### config.mk
export PLATFORM = sky130hd
export DESIGN_NAME = pat_tracker
export DESIGN_NICKNAME = d
export VERILOG_FILES = /design/src/hdl/pat_pkg.sv /design/src/hdl/pat_diff_cmp.sv /design/src/hdl/pat_tracker.sv
export SDC_FILE = /design/constraint.sdc
export NUM_CORES = 2
export LEC_CHECK = 0
export BUFFER_PORTS_ARGS = -buffer_cell sky130_fd_sc_hd__buf_2
export CAP_MARGIN = 20
export CORE_UTILIZATION = 45
export DETAILED_ROUTE_END_ITERATION = 7
export GPL_TIMING_DRIVEN = 0
export HOLD_SLACK_MARGIN = 0.03
export MAX_ROUTING_LAYER = met4
export PLACE_DENSITY = 0.68
export SYNTH_ARGS = -nofsm -noshare
export SYNTH_HDL_FRONTEND = slang
export SYNTH_SLANG_ARGS = --single-unit
export TNS_END_PERCENT = 50
### constraint.sdc
create_clock -name clk_sys_i -period 39.4 [get_ports clk_sys_i]
set_input_delay 7.88 -clock clk_sys_i [delete_from_list [all_inputs] [get_ports clk_sys_i]]
set_output_delay 7.88 -clock clk_sys_i [all_outputs]
set_load 0.01 [all_outputs]
### src/hdl/pat_pkg.sv
// constants shared by the proximity and ambient tracker
// assumes one 125 MHz clock and a converter that delivers one tagged result per stage
// What this block does
// RULE1 - proximity is set when the approach or the hover comparator fires
// RULE2 - approach fires when |fast tap 1 - fast tap 3| exceeds rate level times 16
// RULE3 - hover fires when |fast average - ambient| exceeds hover level times 16
// RULE4 - the approach comparator catches both arrival and departure of a user
// RULE5 - the hover comparator also catches ambient shifts left by moisture or dirt
// RULE6 - fast queue decimator drops that many samples before each fast push
// RULE7 - fast push period is (decimator + 1) times base period times sequence length
// RULE8 - host sets the decimator once, zero when all eight stages run
// RULE9 - ambient gate set only when slow tap 0 - tap 1 exceeds level, no proximity
// RULE10 - third comparator drives the gate; ambient updates only with gate and no proximity, apart from the first result and forced recal
// RULE11 - compensation runs on each gated conversion while the sensor is untouched and outside the hold-off
// RULE12 - ambient comes from samples taken with no approach or touch, except the first result and the fast average of a forced recal
// RULE13 - ambient drift is corrected by rewriting per-stage upper and lower trip levels
// RULE14 - trip levels are sensitivity percentages of swing estimates around ambient
// RULE15 - host alert rises when a result crosses its upper or lower trip level
// RULE16 - per-stage compensation data lives in on-chip memory read and updated here
// RULE17 - full power: calibration stays off hold count times 16 sequences after proximity
// RULE18 - low power: calibration stays off hold count times 4 sequences after proximity
// RULE19 - hover lasting the recal timeout in sequences forces an ambient recalibration
// RULE20 - proximity and hover flags are evaluated per stage, once per sample entering the queue
// RULE21 - proximity freezes ambient and trip levels of its stage, except forced recal
package pat_pkg;
  localparam int STAGES = 8;
  localparam int DW     = 16;
  localparam int AW     = 10;
  localparam int FAST_DEPTH = 4;

  localparam logic [AW-1:0] ADDR_TIMING = 10'h002;
  localparam logic [AW-1:0] ADDR_LEVEL  = 10'h003;
  localparam logic [AW-1:0] ADDR_RECAL  = 10'h004;

  localparam logic [DW-1:0] TIMING_RST = 16'h0000;
  localparam logic [DW-1:0] LEVEL_RST  = 16'h0000;
  localparam logic [DW-1:0] RECAL_RST  = 16'h0000;

  localparam int DEC_LSB      = 0;
  localparam int DEC_W        = 4;
  localparam int FP_HOLD_LSB  = 4;
  localparam int LP_HOLD_LSB  = 8;
  localparam int HOLD_W       = 4;
  localparam int HOVER_LSB    = 0;
  localparam int HOVER_W      = 8;
  localparam int RATE_LSB     = 8;
  localparam int RATE_W       = 6;
  localparam int UPD_LSB      = 14;
  localparam int UPD_W        = 2;
  localparam int FP_RECAL_LSB = 0;
  localparam int FP_RECAL_W   = 10;
  localparam int LP_RECAL_LSB = 10;
  localparam int LP_RECAL_W   = 6;

  // rate and hover levels count in steps of 16 codes, the update level in single codes, hold counts in 16 or 4 sequences
  localparam int LEVEL_SHIFT   = 4;
  localparam int FP_HOLD_SHIFT = 4;
  localparam int LP_HOLD_SHIFT = 2;
  localparam int HOLD_CNT_W    = HOLD_W + FP_HOLD_SHIFT;

  // sensitivity code n gives (16 + 3n)/64: 25 % up to about 95 %
  localparam int SENS_W     = 4;
  localparam int SENS_BASE  = 16;
  localparam int SENS_STEP  = 3;
  localparam int SENS_SHIFT = 6;

  // ambient moves 1/8 of the error per accepted slow sample
  localparam int AMB_SHIFT = 3;
endpackage

### src/hdl/pat_diff_cmp.sv
// absolute-difference comparator used for the three proximity comparators
// assumes unsigned operands of equal width
`timescale 1ns/1ps
`default_nettype none
module pat_diff_cmp #(
  parameter int DW = 16
) (
  input  wire logic [DW-1:0] a_i,
  input  wire logic [DW-1:0] b_i,
  input  wire logic [DW-1:0] limit_i,
  output logic               over_o
);
  wire [DW-1:0] diff = (a_i >= b_i) ? (a_i - b_i) : (b_i - a_i);

  assign over_o = diff > limit_i;
endmodule
`default_nettype wire

### src/hdl/pat_tracker.sv
// per-stage proximity detection and ambient compensation
// assumes converter results arrive tagged with their stage, on clk_sys_i,
// and seq_done_i pulses once at the end of every conversion sequence
`timescale 1ns/1ps
`default_nettype none
module pat_tracker #(
  parameter int STAGES = pat_pkg::STAGES,
  parameter int DW     = pat_pkg::DW
) (
  input  wire logic                      clk_sys_i,
  input  wire logic                      reset_i,
  input  wire logic                      reg_wr_i,
  input  wire logic                      reg_rd_i,
  input  wire logic [pat_pkg::AW-1:0]    reg_addr_i,
  input  wire logic [DW-1:0]             reg_wdata_i,
  output logic      [DW-1:0]             reg_rdata_o,
  input  wire logic                      sample_valid_i,
  input  wire logic [$clog2(STAGES)-1:0] sample_stage_i,
  input  wire logic [DW-1:0]             sample_data_i,
  input  wire logic                      seq_done_i,
  input  wire logic                      low_power_i,
  input  wire logic [DW-1:0]             upper_swing_i,
  input  wire logic [DW-1:0]             lower_swing_i,
  input  wire logic [pat_pkg::SENS_W-1:0] pos_sens_i,
  input  wire logic [pat_pkg::SENS_W-1:0] neg_sens_i,
  output logic      [STAGES-1:0]         proximity_o,
  output logic      [STAGES-1:0]         ambient_gate_o,
  output logic                           alert_o
);
  localparam int SW  = $clog2(STAGES);
  localparam int FD  = pat_pkg::FAST_DEPTH;
  localparam int HCW = pat_pkg::HOLD_CNT_W;
  localparam int RCW = pat_pkg::FP_RECAL_W;
  localparam int PW  = DW + pat_pkg::SENS_SHIFT;

  // configuration registers
  logic [DW-1:0] timing_ff;
  logic [DW-1:0] level_ff;
  logic [DW-1:0] recal_ff;

  // per-stage compensation memory
  logic [DW-1:0]  tap_ff   [STAGES][FD];
  logic [DW-1:0]  slow1_ff [STAGES];
  logic [DW-1:0]  amb_ff   [STAGES];
  logic [DW-1:0]  upper_ff [STAGES];
  logic [DW-1:0]  lower_ff [STAGES];
  logic [pat_pkg::DEC_W-1:0] dec_ff [STAGES];
  logic [HCW-1:0] hold_ff  [STAGES];
  logic [RCW-1:0] rcnt_ff  [STAGES];

  logic [STAGES-1:0] prox_ff;
  logic [STAGES-1:0] hover_ff;
  logic [STAGES-1:0] gate_ff;
  logic [STAGES-1:0] seed_ff;
  logic [STAGES-1:0] alarm_ff;
  logic [STAGES-1:0] pend_ff;
  wire  [STAGES-1:0] cal_off;

  // register fields
  wire [pat_pkg::DEC_W-1:0] decimator =
    timing_ff[pat_pkg::DEC_LSB +: pat_pkg::DEC_W];
  wire [pat_pkg::HOLD_W-1:0] fp_hold =
    timing_ff[pat_pkg::FP_HOLD_LSB +: pat_pkg::HOLD_W];
  wire [pat_pkg::HOLD_W-1:0] lp_hold =
    timing_ff[pat_pkg::LP_HOLD_LSB +: pat_pkg::HOLD_W];
  wire [pat_pkg::HOVER_W-1:0] hover_level =
    level_ff[pat_pkg::HOVER_LSB +: pat_pkg::HOVER_W];
  wire [pat_pkg::RATE_W-1:0] rate_level =
    level_ff[pat_pkg::RATE_LSB +: pat_pkg::RATE_W];
  wire [pat_pkg::UPD_W-1:0] ambient_update_level =
    level_ff[pat_pkg::UPD_LSB +: pat_pkg::UPD_W];
  wire [pat_pkg::FP_RECAL_W-1:0] fp_recal =
    recal_ff[pat_pkg::FP_RECAL_LSB +: pat_pkg::FP_RECAL_W];
  wire [pat_pkg::LP_RECAL_W-1:0] lp_recal =
    recal_ff[pat_pkg::LP_RECAL_LSB +: pat_pkg::LP_RECAL_W];

  // mode-dependent counts, in conversion sequences
  wire [HCW-1:0] hold_load = low_power_i
    ? HCW'({lp_hold, pat_pkg::LP_HOLD_SHIFT'(0)})     // [RULE18]
    : HCW'({fp_hold, pat_pkg::FP_HOLD_SHIFT'(0)});    // [RULE17]
  wire [RCW-1:0] recal_timeout = low_power_i ? RCW'(lp_recal) : fp_recal;

  // rate and hover levels scaled by 16 codes, update level unscaled
  wire [DW-1:0] rate_lim  = DW'({rate_level, pat_pkg::LEVEL_SHIFT'(0)});
  wire [DW-1:0] hover_lim = DW'({hover_level, pat_pkg::LEVEL_SHIFT'(0)});
  wire [DW-1:0] upd_lim   = DW'(ambient_update_level);

  // register access
  wire wr_timing = reg_wr_i & (reg_addr_i == pat_pkg::ADDR_TIMING);
  wire wr_level  = reg_wr_i & (reg_addr_i == pat_pkg::ADDR_LEVEL);
  wire wr_recal  = reg_wr_i & (reg_addr_i == pat_pkg::ADDR_RECAL);
  wire [DW-1:0] rd_mux =
    (reg_addr_i == pat_pkg::ADDR_TIMING) ? timing_ff :
    (reg_addr_i == pat_pkg::ADDR_LEVEL)  ? level_ff  :
    (reg_addr_i == pat_pkg::ADDR_RECAL)  ? recal_ff  : '0;

  // current sample, its stage record and the fast queue after a push
  wire [SW-1:0] st     = sample_stage_i;
  wire          seeded = seed_ff[st];
  wire          take   = sample_valid_i & seeded;
  wire [DW-1:0] old0   = tap_ff[st][0];
  wire [DW-1:0] old1   = tap_ff[st][1];
  wire [DW-1:0] old2   = tap_ff[st][2];
  wire [DW-1:0] amb    = amb_ff[st];
  wire [DW+1:0] sum4   = {2'b00, sample_data_i} + {2'b00, old0} +
                         {2'b00, old1} + {2'b00, old2};
  wire [DW-1:0] fast_avg = sum4[DW+1:2];

  // decimator: drop that many samples of the stage, then push one
  wire dec_hit = dec_ff[st] == decimator;              // [RULE6] [RULE7]
  wire push    = take & dec_hit;                       // [RULE20]

  logic approach_over;
  logic hover_over;
  logic slow_over;

  // after the push, tap 1 is the old tap 0 and tap 3 the old tap 2
  pat_diff_cmp #(
    .DW (DW)
  ) u_cmp_approach (
    .a_i     (old0),
    .b_i     (old2),
    .limit_i (rate_lim),
    .over_o  (approach_over)
  ); // [RULE2] [RULE4]

  pat_diff_cmp #(
    .DW (DW)
  ) u_cmp_hover (
    .a_i     (fast_avg),
    .b_i     (amb),
    .limit_i (hover_lim),
    .over_o  (hover_over)
  ); // [RULE3] [RULE5]

  // slow tap 0 is the newest result, slow tap 1 the last value accepted
  pat_diff_cmp #(
    .DW (DW)
  ) u_cmp_slow (
    .a_i     (sample_data_i),
    .b_i     (slow1_ff[st]),
    .limit_i (upd_lim),
    .over_o  (slow_over)
  ); // [RULE9]

  wire prox_new = approach_over | hover_over;               // [RULE1]
  wire prox_now = push ? prox_new : prox_ff[st];
  wire slow_pos = sample_data_i > slow1_ff[st];
  wire gate_new = slow_over & slow_pos & ~prox_now;         // [RULE9] [RULE10]

  // ambient moves on the first result, on a forced recal, or on an untouched, gated sample outside the hold-off
  wire amb_upd = take & gate_new & ~cal_off[st];     // [RULE10] [RULE11] [RULE12] [RULE21]
  wire force_recal = take & pend_ff[st];                    // [RULE19]
  wire [DW:0] amb_err = {1'b0, sample_data_i} - {1'b0, amb};
  wire [DW:0] amb_step = $signed(amb_err) >>> pat_pkg::AMB_SHIFT;
  wire [DW-1:0] amb_next =
    !seeded     ? sample_data_i :
    force_recal ? fast_avg :
    amb_upd     ? amb + amb_step[DW-1:0] : amb;
  wire amb_write = sample_valid_i & (!seeded | force_recal | amb_upd);

  // trip levels are a sensitivity share of the swing around the ambient
  wire [pat_pkg::SENS_SHIFT-1:0] pos_pct = pat_pkg::SENS_SHIFT'(
    pat_pkg::SENS_BASE + pat_pkg::SENS_STEP * int'(pos_sens_i));
  wire [pat_pkg::SENS_SHIFT-1:0] neg_pct = pat_pkg::SENS_SHIFT'(
    pat_pkg::SENS_BASE + pat_pkg::SENS_STEP * int'(neg_sens_i));
  wire [PW-1:0] pos_prod = PW'(upper_swing_i) * PW'(pos_pct);   // [RULE14]
  wire [PW-1:0] neg_prod = PW'(lower_swing_i) * PW'(neg_pct);   // [RULE14]
  wire [DW-1:0] upper_next = amb_next + pos_prod[PW-1:pat_pkg::SENS_SHIFT];
  wire [DW-1:0] lower_next = amb_next - neg_prod[PW-1:pat_pkg::SENS_SHIFT];

  wire crossed = (sample_data_i > upper_ff[st]) |
                 (sample_data_i < lower_ff[st]);                // [RULE15]

  always_ff @(posedge clk_sys_i or posedge reset_i) begin
    if (reset_i) begin
      timing_ff   <= pat_pkg::TIMING_RST;
      level_ff    <= pat_pkg::LEVEL_RST;
      recal_ff    <= pat_pkg::RECAL_RST;
      reg_rdata_o <= '0;
    end else begin
      if (wr_timing) begin
        timing_ff <= reg_wdata_i;                               // [RULE8]
      end
      if (wr_level) begin
        level_ff <= reg_wdata_i;
      end
      if (wr_recal) begin
        recal_ff <= reg_wdata_i;
      end
      if (reg_rd_i) begin
        reg_rdata_o <= rd_mux;
      end
    end
  end

  // stage record written for the stage whose sample is present
  always_ff @(posedge clk_sys_i or posedge reset_i) begin
    if (reset_i) begin
      for (int s = 0; s < STAGES; s++) begin
        for (int k = 0; k < FD; k++) begin
          tap_ff[s][k] <= '0;
        end
        slow1_ff[s] <= '0;
        amb_ff[s]   <= '0;
        upper_ff[s] <= '0;
        lower_ff[s] <= '0;
        dec_ff[s]   <= '0;
      end
      prox_ff  <= '0;
      hover_ff <= '0;
      gate_ff  <= '0;
      seed_ff  <= '0;
      alarm_ff <= '0;
    end else if (sample_valid_i) begin
      seed_ff[st] <= 1'b1;
      if (!seeded) begin
        // first result after reset fills the queues and sets the ambient
        for (int k = 0; k < FD; k++) begin
          tap_ff[st][k] <= sample_data_i;
        end
        slow1_ff[st] <= sample_data_i;
        dec_ff[st]   <= '0;
      end else begin
        dec_ff[st] <= dec_hit ? '0 : dec_ff[st] + 1'b1;        // [RULE6]
        if (push) begin
          tap_ff[st][0] <= sample_data_i;
          for (int k = 1; k < FD; k++) begin
            tap_ff[st][k] <= tap_ff[st][k-1];
          end
          prox_ff[st]  <= prox_new;                              // [RULE1] [RULE20]
          hover_ff[st] <= hover_over;                            // [RULE3]
        end
        gate_ff[st]  <= gate_new;                                // [RULE9]
        alarm_ff[st] <= crossed;                                 // [RULE15]
        if (amb_upd) begin
          slow1_ff[st] <= sample_data_i;                         // [RULE10]
        end
      end
      if (amb_write) begin
        amb_ff[st]   <= amb_next;                                // [RULE16]
        upper_ff[st] <= upper_next;                              // [RULE13]
        lower_ff[st] <= lower_next;                              // [RULE13]
      end
    end
  end

  // per-stage hold-off and recalibration timers run on sequence ends
  for (genvar s = 0; s < STAGES; s++) begin : g_stage
    wire hovering = prox_ff[s] & hover_ff[s];
    wire [RCW-1:0] rcnt_inc = rcnt_ff[s] + 1'b1;
    wire recal_hit = seq_done_i & hovering & (recal_timeout != '0) &
                     (rcnt_inc >= recal_timeout);               // [RULE19]
    wire consumed = take & (st == SW'(s));

    assign cal_off[s] = prox_ff[s] | (hold_ff[s] != '0);        // [RULE17] [RULE18]

    always_ff @(posedge clk_sys_i or posedge reset_i) begin
      if (reset_i) begin
        hold_ff[s] <= '0;
        rcnt_ff[s] <= '0;
        pend_ff[s] <= 1'b0;
      end else begin
        // reloaded while proximity holds, so the count starts at its end
        if (prox_ff[s]) begin
          hold_ff[s] <= hold_load;                              // [RULE17] [RULE18]
        end else if (seq_done_i && hold_ff[s] != '0) begin
          hold_ff[s] <= hold_ff[s] - 1'b1;
        end
        if (!hovering || recal_hit) begin
          rcnt_ff[s] <= '0;
        end else if (seq_done_i) begin
          rcnt_ff[s] <= rcnt_inc;                               // [RULE19]
        end
        // a new timeout in the cycle of consumption keeps the request
        pend_ff[s] <= recal_hit | (pend_ff[s] & ~consumed);     // [RULE19] [RULE21]
      end
    end
  end

  assign proximity_o    = prox_ff;
  assign ambient_gate_o = gate_ff;
  assign alert_o        = |alarm_ff;                            // [RULE15]
endmodule
`default_nettype wire

==> results.yml <==
setup_path:
  count_of_buffering_cells_on_the_critical_path_with_inverters_included: 16
  signal_arrival_time_at_the_worst_endpoint_ns: 29.04
  timing_worst_setup_path_type: "in2reg"
  critical_path_required_ns: 40.02
  crit_slowest_cell: "a211oi_2"
  max_stage_delay_ns: 1.01
  critical-path-top-delay-family: "buffers and inverters"
  r2r_end: "upper_ff[62]$_DFFE_PP0P_"
  path_common_cell: "a21oi_1"
  rr_startpoint: "tap_ff[49]$_DFFE_PP0P_"
  startpoint_type: "input pin"
  worst-r2r-cell-count: 64
  crit_cells: 71
  worst_setup_path_end_kind: "flip-flop"
  r2r_slack_ns: 22.73
  critical_path_peak_fanout: 10
placement:
  port_buffers: 122
  gpl.final_weighted_congestion: 1.03
  detailed_place_hpwl_um: 167000
clocking:
  hold_buffers: 0
  cts.path.max_buffers: 3
  clock_sink_count: 1184
  worst_setup_hold_path_clk_slew_ns: 0.06
  cts_htree_levels: 4
  cts_root_buffer: "clkbuf_16"
  clock_network_latency_to_the_later_pin_of_the_worst_skew_pair_ns: 0.81
  post_cts_buffers: 0
  tritoncts: "built"
  cts_inserted_buffers: 134
  resize_count_post_cts: 0
timing:
  final-setup-viol-count: 0
  final_max_slew_viol_count: 0
  unrepaired_setup_endpoints_after_global_routing: "false"
  whs_ns: 0.468
  skew_ns: 0.0381
  finalCriticalPeriod_ns: 28.42
  worst_pin_slew_ns: 1.37
  finalCritPeriodShare_pct: 72.1
  setup_total_negative_slack_ns: 0
  timing.final.hold_violations: 0
  timing.fmax_mhz: 35.2
  worst_slew_margin_rel_pct: 8.40
detailed_routing:
  drc: 2
  initial_drt_markers: 5903
  drtPass1Iterations: 8
  dr_vias: 56600
  final_antenna_net_count: 0
  detail_route.wl_per_cell_um: 23.9
  post_drt_via_cell_ratio: 5.98
  overall_routed_net_length_um: 226000
finish:
  fillers: 13900
  combined_area_of_the_multi_input_logic_cells_um2: 38500
  area_growth_syn_to_layout_pct: 12.2
  post-route-util_pct: 51.0
  post_route_cells_drive_above_1_share_pct: 13.0
  num-nets-final: 7931
  final-seq-area_um2: 29600
logic_synthesis:
  yosys.area.top_type: "dfrtp_1"
  synthesis.area_per_instance_um2: 10.2
  synthTopCellsByArea: "dfrtp_1 (42%), mux4_2 (7.4%), nand2_1 (6.7%)"
  mappedNetlistNets: 7609
  async_reset_ff_share_pct: 100
  yosysWarningCount: 0
  commonest_cells_in_the_synthesized_netlist: "nand2_1 (1269), dfrtp_1 (1184), o21ai_0 (638)"
  number_of_synthesized_flops_with_an_enable_pin: 0
  yosys.area.top_type_share_pct: 41.7
  ys_seq_elements: 1184
  synth.cell_area_um2: 71100
  synth_top_flop_cell: "dfrtp_1"
  synth_most_common_cell: "nand2_1"
  synth_seq_area_share_pct: 41.7
  synth_instances: 6984
  synth_cell_types: 93
global_route:
  grt_pass1_wl_um: 347000
  first_global_vias: 57100
  number_of_antenna_violations_at_the_first_check_in_global_routing: 8
  grt_start_max_net_pins: 44
  grt-ovfl-total: 0
  track_usage_pct: 29.4
power:
  max-vdd-ir-drop_uv: 140
  power_density_nw_per_um2: 77.2
  power.leakage_nw: 37.1
run_status:
  failed_checks: "design-rule violations"
  status: "finished, violations left"
floorplanning:
  rows: 145
  fp.coreArea_um2: 157000
  dieWidth_um: 400
  pin_count: 125
  die_y_um: 400
  initial_core_util_pct: 45.4
  die_area_um2: 160000
hold_path:
  worst_hold_path.endpoint: "seed_ff[3]$_DFFE_PP0P_"
  hold_start: "seed_ff[3]$_DFFE_PP0P_"
  hold_class: "reg2reg"
  hold_depth: 1
job:
  timing.max_cap.violations: 0
[layer usage]
metal	share of wire [%]	wire length, µm	track usage [%]
met3	8.9	20100	6.40
met4	6.4	14400	16.0
met5	0	0	-
met1	40	90400	37.4
met2	45	101000	43.8
[report_power, final]
group          leakage, nW  switching (mW)  internal [mW]
combinational         19.5            2.01           1.20
clock                 2.19           0.535          0.726
sequential            15.4           0.169           1.51
[area by class of cell]
cell class / count / share of cell area (%)
clock inverter: 47 / 0.668
multi-input combinational: 5044 / 48.2
buffer: 405 / 2.14
antenna: 4 / 0.0125
sequential: 1184 / 37.1
inverter: 351 / 1.66
timing repair buffer: 186 / 2.05
tap: 2058 / 3.23
clock buffer: 190 / 4.87
[how the worst max path moves through the flow]
stage / from / end
floorplan: reset_i / alarm_ff[0]$_DFFE_PP0P_
global placement: reset_i / tap_ff[170]$_DFFE_PP0P_
detailed placement: sample_stage_i[1] / upper_ff[94]$_DFFE_PP0P_
CTS: sample_stage_i[1] / upper_ff[62]$_DFFE_PP0P_
global route: sample_stage_i[1] / upper_ff[62]$_DFFE_PP0P_
finish: sample_stage_i[1] / upper_ff[62]$_DFFE_PP0P_
[sequential cells by signal, summed over array words and instances, names as in the netlist, 16 cells and up]
register and cells:
slow1_ff 128, level_ff 16, dec_ff 32, lower_ff 128, reg_rdata_o 16, recal_ff 16, tap_ff 384, hold_ff 64
timing_ff 16, rcnt_ff 80, amb_ff 128, upper_ff 128
[cells in the final DEF, fill, tap and decap left out, types with 14 or more instances in the layout]
cell type / instances
and3_1: 62
clkbuf_16: 135
mux2i_1: 99
nor3_1: 66
clkinv_2: 23
nand2_1: 1269
mux4_2: 235
a21o_1: 98
o21bai_1: 27
nand2b_1: 75
o31ai_1: 268
nor2_1: 297
nor2b_1: 51
clkbuf_1: 347
mux2_4: 80
mux2_2: 156
nand4_1: 46
xnor2_1: 126
buf_1: 41
o21a_1: 36
fa_1: 155
ha_1: 378
inv_1: 336
a222oi_1: 16
clkbuf_8: 30
and2_1: 69
or3_1: 21
buf_12: 40
o21ai_0: 638
buf_2: 156
a211oi_1: 30
a21oi_1: 272
clkinv_1: 14
o211ai_1: 18
xor2_1: 184
nand3_1: 75
dfrtp_1: 1184
[cell families after synthesis]
kind of cell / Yosys count / synth area share (%)
AND/OR/NAND/NOR: 2108 / 13.1
AO/OA/AOI/OAI: 1519 / 13.1
flip-flops: 1184 / 41.7
buffers and inverters: 756 / 4.26
multiplexers: 573 / 13.0
adder cells (fa/ha/maj): 533 / 11.0
XOR/XNOR: 311 / 3.84
[worst reg2reg max path: cells and delay by family, from the launching register on]
family                   cells  cell delay, ns
AO/OA/AOI/OAI               26            6.12
AND/OR/NAND/NOR             18            3.80
adder cells (fa/ha/maj)      7            2.71
buffers and inverters        8            1.69
XOR/XNOR                     3            1.17
multiplexers                 2            0.66
flip-flops                   1            0.38
[metrics by stage]
step                      total power, mW  setup WS [ns]  instances  cell area (µm²)
after floorplan                      3.89          15.17       6984            71100
after global placement               4.75           8.67       9164            74300
after detailed placement             4.85          10.76       9222            75300
after CTS                            6.13          11.47       9459            79700
after global routing                 6.55          10.29       9466            79800
final                                6.16          10.98       9469            79800
No activity file was read; power rests on OpenSTA's default activity.
